## config.mk

```make
export PLATFORM = sky130hd
export DESIGN_NAME = ohs_one_hot_stepper
export DESIGN_NICKNAME = d
export VERILOG_FILES = /design/src/ohs_pkg.sv /design/src/ohs_one_hot_stepper.sv
export SDC_FILE = /design/constraint.sdc
export NUM_CORES = 1
export LEC_CHECK = 0
export BUFFER_PORTS_ARGS = -buffer_cell sky130_fd_sc_hd__buf_2
export CAP_MARGIN = 40
export CORE_MARGIN = 3
export CORE_UTILIZATION = 30
export CTS_CLUSTER_DIAMETER = 50
export CTS_CLUSTER_SIZE = 14
export DETAILED_ROUTE_END_ITERATION = 8
export MAX_ROUTING_LAYER = met4
export PLACE_DENSITY = 0.52
export SLEW_MARGIN = 10
export SYNTH_ARGS = -nofsm -noshare
export SYNTH_HDL_FRONTEND = slang
export SYNTH_SLANG_ARGS = --single-unit
```

## constraint.sdc

```tcl
create_clock -name clk_i -period 2.5 [get_ports clk_i]
set_clock_uncertainty 0.15 [all_clocks]
set_input_delay 0 -clock clk_i [delete_from_list [all_inputs] [get_ports clk_i]]
set_output_delay 0 -clock clk_i [all_outputs]
set_load 0.02 [all_outputs]
```

## src/ohs_pkg.sv

```systemverilog
package ohs_pkg;
  // ===========================================================================
  // Register map (byte addresses on the bus).
  localparam logic [7:0] OHS_STEP_OFS = 8'h00;
  localparam logic [7:0] OHS_LEN_OFS = 8'h04;
  localparam logic [7:0] OHS_CTRL_OFS = 8'h08;
  localparam logic [7:0] OHS_CMD_OFS = 8'h0c;
  localparam logic [7:0] OHS_SEQ_OFS = 8'h40;
  // ===========================================================================
  // Control word field positions.
  localparam int OHS_CTRL_EN_BIT = 15;
  localparam int OHS_CTRL_PF_BIT = 14;
  // Command register field positions.
  localparam int OHS_CMD_STRB_BIT = 0;
  localparam int OHS_CMD_EN_BIT = 1;
  localparam int OHS_CMD_RST_BIT = 2;
  localparam int OHS_CMD_DIR_BIT = 3;
  localparam int OHS_CMD_NVLD_BIT = 4;
  localparam int OHS_CMD_ATT_BIT = 5;
  localparam int OHS_CMD_N_LSB = 16;
  // ===========================================================================
  // Reset values and limits.
  localparam logic [15:0] OHS_STEP_RST = 16'h0001;
  localparam logic [15:0] OHS_DEF_START = 16'h0001;
  localparam int OHS_MAX_LEN = 256;
  localparam int OHS_WORD_W = 16;
endpackage

```

## src/ohs_one_hot_stepper.sv

```systemverilog
// Implementation choices: the Wishbone interface to the registers and the address map.
`timescale 1ns/1ps
// Notes on behaviour
// - Restart forces a reset regardless of enable.
// - Reset loads start value, default one.
// - Reset clears string, sets current step bit.
// - Start value clamped into one..length.
// - Advance only on enable rising, no restart.
// - Advance clears old bit, sets new bit.
// - Direction high increments, low decrements.
// - Increment past length wraps to one.
// - Decrement below one wraps to length.
// - Detached string: step moves, bits untouched.
// - Power-flow output follows enable each scan.
// - Length is constant, one to 256.
// - State kept in step, length, control words.
// - Control word keeps last enable, power flow.
// - Control bits 0 to 13 have no function.
// - Bits beyond length in storage untouched.
// - Steps and start value count from one.
// - Step one is LSB of first word.
module ohs_one_hot_stepper
  import ohs_pkg::*;
#(
  parameter int SEQ_LEN = 16
) (
  input wire logic clk_i,
  input wire logic rst_i,
  input wire logic wb_cyc_i,
  input wire logic wb_stb_i,
  input wire logic wb_we_i,
  input wire logic [7:0] wb_adr_i,
  input wire logic [3:0] wb_sel_i,
  input wire logic [31:0] wb_dat_i,
  output logic [31:0] wb_dat_o,
  output logic wb_ack_o,
  output logic power_flow_o,
  output logic [SEQ_LEN-1:0] seq_bits_o
);

  localparam int NWORDS = (SEQ_LEN + OHS_WORD_W - 1) / OHS_WORD_W;
  localparam logic [15:0] LEN16 = 16'(SEQ_LEN);

  // ===========================================================================
  // Elaboration check.
  if (SEQ_LEN < 1 || SEQ_LEN > OHS_MAX_LEN) begin : g_len_chk
    $error("SEQ_LEN must lie between 1 and 256");
  end

  // ===========================================================================
  // Helpers.
  function automatic logic [15:0] clamp_start(input logic [15:0] n);
    // The start value is a signed integer, so a negative value clamps to one, not to length.
    if ($signed(n) < 16'sh0001) begin
      return 16'h0001;
    end else if (n > LEN16) begin
      return LEN16;
    end
    return n;
  endfunction

  function automatic logic [15:0] next_step(input logic [15:0] s, input logic up);
    if (up) begin
      return (s >= LEN16) ? 16'h0001 : 16'(s + 16'h0001);
    end
    return (s <= 16'h0001) ? LEN16 : 16'(s - 16'h0001);
  endfunction

  // Maps a 1-based step onto a bit index; step one is the string's LSB.
  function automatic logic [SEQ_LEN-1:0] onehot(input logic [15:0] s);
    logic [SEQ_LEN-1:0] v;
    v = '0;
    for (int i = 0; i < SEQ_LEN; i++) begin
      if (s == 16'(i + 1)) begin
        v[i] = 1'b1;
      end
    end
    return v;
  endfunction

  // ===========================================================================
  // Bus decode.
  logic bus_req;
  logic wr_cmd;
  logic scan;
  logic restart;
  logic en_in;
  logic dir_up;
  logic attached;
  logic [15:0] start_val;
  logic [15:0] step_q;
  logic en_prev_q;
  logic pf_q;
  logic [SEQ_LEN-1:0] seq_q;
  logic [31:0] rd_d;
  logic advance;
  logic [15:0] new_step;

  assign bus_req = wb_cyc_i && wb_stb_i && !wb_ack_o;
  assign wr_cmd = bus_req && wb_we_i && (wb_adr_i == OHS_CMD_OFS) && wb_sel_i[0];
  // A scan is one write to the command register with the strobe bit set.
  assign scan = wr_cmd && wb_dat_i[OHS_CMD_STRB_BIT];
  assign en_in = wb_dat_i[OHS_CMD_EN_BIT];
  assign restart = wb_dat_i[OHS_CMD_RST_BIT];
  assign dir_up = wb_dat_i[OHS_CMD_DIR_BIT];
  assign attached = wb_dat_i[OHS_CMD_ATT_BIT];
  assign start_val = wb_dat_i[OHS_CMD_NVLD_BIT] ? wb_dat_i[OHS_CMD_N_LSB +: 16] : OHS_DEF_START;
  assign advance = scan && en_in && !restart && !en_prev_q;
  assign new_step = restart ? clamp_start(start_val) : next_step(step_q, dir_up);

  // ===========================================================================
  // Step word.
  always_ff @(posedge clk_i) begin
    if (rst_i) begin
      step_q <= OHS_STEP_RST;
    end else if (scan && (restart || advance)) begin
      step_q <= new_step;
    end
  end

  // ===========================================================================
  // Control word: last enable and power flow, kept for edge detection.
  always_ff @(posedge clk_i) begin
    if (rst_i) begin
      en_prev_q <= 1'b0;
      pf_q <= 1'b0;
    end else if (scan) begin
      en_prev_q <= en_in;
      pf_q <= en_in;
    end
  end

  assign power_flow_o = pf_q;

  // ===========================================================================
  // Sequence string; only the SEQ_LEN bits exist, so storage past length is never touched.
  always_ff @(posedge clk_i) begin
    if (rst_i) begin
      seq_q <= '0;
    end else if (scan && attached && restart) begin
      seq_q <= onehot(new_step);
    end else if (advance && attached) begin
      seq_q <= (seq_q & ~onehot(step_q)) | onehot(new_step);
    end
  end

  assign seq_bits_o = seq_q;

  // ===========================================================================
  // Read mux and ack. The state words are read-only to software.
  always_comb begin
    rd_d = 32'h0000_0000;
    if (wb_adr_i == OHS_STEP_OFS) begin
      rd_d = {16'h0000, step_q};
    end else if (wb_adr_i == OHS_LEN_OFS) begin
      rd_d = {16'h0000, LEN16};
    end else if (wb_adr_i == OHS_CTRL_OFS) begin
      rd_d[OHS_CTRL_EN_BIT] = en_prev_q;
      rd_d[OHS_CTRL_PF_BIT] = pf_q;
    end else begin
      for (int w = 0; w < NWORDS; w++) begin
        if (wb_adr_i == 8'(OHS_SEQ_OFS + 8'(4 * w))) begin
          for (int b = 0; b < OHS_WORD_W; b++) begin
            if (w * OHS_WORD_W + b < SEQ_LEN) begin
              rd_d[b] = seq_q[w*OHS_WORD_W+b];
            end
          end
        end
      end
    end
  end

  always_ff @(posedge clk_i) begin
    if (rst_i) begin
      wb_ack_o <= 1'b0;
      wb_dat_o <= 32'h0000_0000;
    end else begin
      wb_ack_o <= bus_req;
      wb_dat_o <= bus_req ? rd_d : 32'h0000_0000;
    end
  end

  // ===========================================================================
  // Check helpers and step sequences. The range flag serves the checks only; a step
  // outside one..length would mean a broken restart path, since software cannot
  // write the step word.
  logic step_in_range;

  assign step_in_range = (step_q >= 16'h0001) && (step_q <= LEN16);
endmodule

```

==> flow_summary.json <==
{
  "status": "complete, no violations",
  "synth_area_per_cell_um2": 7.73,
  "synth_seq_cells": 50,
  "placement.io_buffers": 69,
  "clockPowerShare": 0.347,
  "arrival_ns": 2.58,
  "crit_end": "seq_bits_o[9]$_SDFFE_PP0P_",
  "clk_root_buffer_cell": "clkbuf_8",
  "wl_um": 11600,
  "ios": 99,
  "fmax_mhz": 403,
  "power.density_mw_per_mm2": 310,
  "cts_buffers": 5,
  "critPathRequiredTime_ns": 2.60,
  "num_antenna_cells": 0,
  "grtUsageTotal": 0.193,
  "pwr-share-comb": 0.101,
  "fin_crit_sh": 0.992,
  "final_area_mm2": 0.00465,
  "die_width_um": 110,
  "timing.rr.start": "step_q[5]$_SDFFE_PP0P_",
  "finish.utilization": 0.448,
  "ir_worst_vdd_uv": 166,
  "synthTopCellsByCount": "dfxtp_1 (50), nor2_1 (42), a21oi_1 (31), nand2_1 (31), o21ai_0 (25)",
  "cts_max_level": 2,
  "num_vias": 3779,
  "worst_pin_slew_ns": 0.753,
  "first_pass_iters": 5,
  "synth-main-ff-cell": "dfxtp_1",
  "power_frac_seq": 0.552,
  "hold_violations": 0,
  "multi_input_area_mm2": 0.00222,
  "clock_sinks": 50,
  "r2r_cells": 11,
  "wl_per_cell_um": 16.6,
  "grt_pass1_vias": 3579,
  "drv_cap": 0,
  "yosysTopAreaCellShare": 0.311,
  "cp-end-kind": "register",
  "slew_headroom": 0.498,
  "antenna_found_initial": 0,
  "rows": 37,
  "r2r_slack_ns": 0.02,
  "yosys-top-cells-area": "dfxtp_1 (31%), nor2_1 (4.9%), a21oi_1 (4.8%)",
  "dp_hpwl_um": 8540,
  "antenna_left": 0,
  "nets": 612,
  "min_from": "wb_we_i",
  "core_area_mm2": 0.0104,
  "fin_crit_ns": 2.48,
  "die-area_mm2": 0.0120,
  "grt_overflow": 0,
  "synth_area_mm2": 0.00322,
  "drive_gt1_frac": 0.388,
  "start_kind": "register",
  "hold_ws_ns": 0.0503,
  "drcViolationCount": 0,
  "synth_top_area_cell": "dfxtp_1",
  "grt_pass1_wl_um": 17800,
  "place.gp.congestion": 0.915,
  "drtIter0Drc": 316,
  "critPathLaunch": "step_q[5]$_SDFFE_PP0P_",
  "crit_type": "register to register",
  "die_h_um": 110,
  "synth_edf_count": 0,
  "rsz0062_at_grt": "true",
  "yosysWarnings": 0,
  "synth_seq_area_share": 0.311,
  "floorplan.initialDensity": 0.311,
  "grt_max_degree": 39,
  "min_path_type": "input pin to register",
  "r2r_end": "seq_bits_o[9]$_SDFFE_PP0P_",
  "cp_max_fo": 5,
  "p_int_mw": 1.05,
  "drv_slew": 0,
  "clockBufferDepth": 2,
  "syn_inst": 417,
  "synth.most_common_cell": "dfxtp_1",
  "vias_per_cell": 5.43,
  "p_sw_uw": 392,
  "p_leak_nw": 1.90,
  "fillerInstances": 1050,
  "insertion_delay_ns": 0.31,
  "cts_tree": "yes",
  "swShare": 0.272,
  "synthArstFlopShare": 0,
  "ys_types": 62,
  "setup_tns_ns": 0,
  "clkTransAtPathRegs_ns": 0.10,
  "finalSetupViolations": 0,
  "syn_to_final_growth_pct": 44.3,
  "postPlaceCellArea_mm2": 0.00414,
  "seq_area_mm2": 0.00101
}
## cell usage in the layout (no fill, tap or decap), drive strengths merged, types with 5 or more instances in the layout
cell type / netlist / final
nor2b: 5 / 5
a21oi: 32 / 32
inv: 6 / 6
a31oi: 10 / 10
dfxtp: 50 / 50
o21bai: 6 / 6
nand2: 31 / 31
nor3: 15 / 15
conb: 1 / 16
buf: 21 / 156
clkbuf: 24 / 6
nand3: 13 / 13
nor2: 42 / 42
nand4: 11 / 11
nor4: 15 / 15
or4: 7 / 7
a22oi: 16 / 16
nand3b: 14 / 14
o21ai: 29 / 29
dlygate4sd3: 0 / 8
## through the flow
stage	power [mW]	setup WS [ns]	std cells
after floorplan	0.907	0.0170	432
after global placement	0.946	-0.0491	666
after detailed placement	0.949	-0.0528	666
after CTS	1.45	0.0103	685
after global routing	1.49	-0.0826	696
final	1.44	0.0196	696
## worst min path at each step
stage	end	slack, ns	depth (start not counted)
finish	power_flow_o$_SDFFE_PP0P_	0.05	4
global route	power_flow_o$_SDFFE_PP0P_	0.06	4
CTS	power_flow_o$_SDFFE_PP0P_	0.04	4
detailed placement	power_flow_o$_SDFFE_PP0P_	0.12	3
global placement	power_flow_o$_SDFFE_PP0P_	0.12	3
floorplan	power_flow_o$_SDFFE_PP0P_	-0.01	2
## cell families (layout without fill, tap and decap cells)
kind of cell    Yosys count  after routing  share of synthesized area
buf+inv                  51            179                     0.0827
other cells               1             16                    0.00116
flops                    50             50                      0.311
xor+xnor                  7              7                     0.0190
compound gates          125            125                      0.256
simple gates            179            179                      0.315
fa+ha+maj                 4              4                     0.0155
## timing repair
action | in CTS | in global routing
endpoints found under the setup margin | 16 | 18
endpoints found under the hold margin | 5 | 0
gates resized for setup | 4 | 46
pin swaps | 2 | 24
buffers inserted | 3 | 10
hold buffers | 8 | 0
gates cloned | 0 | 1
## worst max-delay path, stage by stage, from the launching register on
cell	delay [ns]
dfxtp_4	0.38
nor4_4	0.26
buf_4	0.18
buf_6	0.12
nand3_1	0.08
a2bb2oi_1	0.14
nor4_1	0.34
a21o_1	0.23
buf_4	0.15
clkbuf_16	0.13
nand4_1	0.11
a21oi_1	0.16
## final cells by class
| type | count | area share |
|---|---|---|
| flip-flops and latches | 50 | 0.218 |
| multi-input cells | 331 | 0.476 |
| repair buffers | 165 | 0.245 |
| clock inverters | 3 | 0.00457 |
| well taps | 136 | 0.0366 |
| clock buffers | 5 | 0.0148 |
| inverters | 6 | 0.00484 |
## power by group through the flow
stage                     logic (mW)  clock network, mW  registers [mW]
after global routing           0.158              0.540           0.796
after CTS                      0.139              0.512           0.797
after global placement         0.131                  0           0.815
final                          0.146              0.499           0.796
after floorplan               0.0911                  0           0.816
after detailed placement       0.134                  0           0.815
## routing by layer
layer | GRT usage | wire (um)
met2 | 0.334 | 5790
met3 | 0.0211 | 628
met5 | - | 0
met1 | 0.240 | 4940
met4 | 0.0472 | 197
## flip-flops by register name, summed over array words and instances, names as in the netlist
register and flops:
seq_bits_o 16, step_q 16, wb_dat_o 16, power_flow_o 1, wb_ack_o 1
Note: power is estimated with default switching activity, not from simulation.
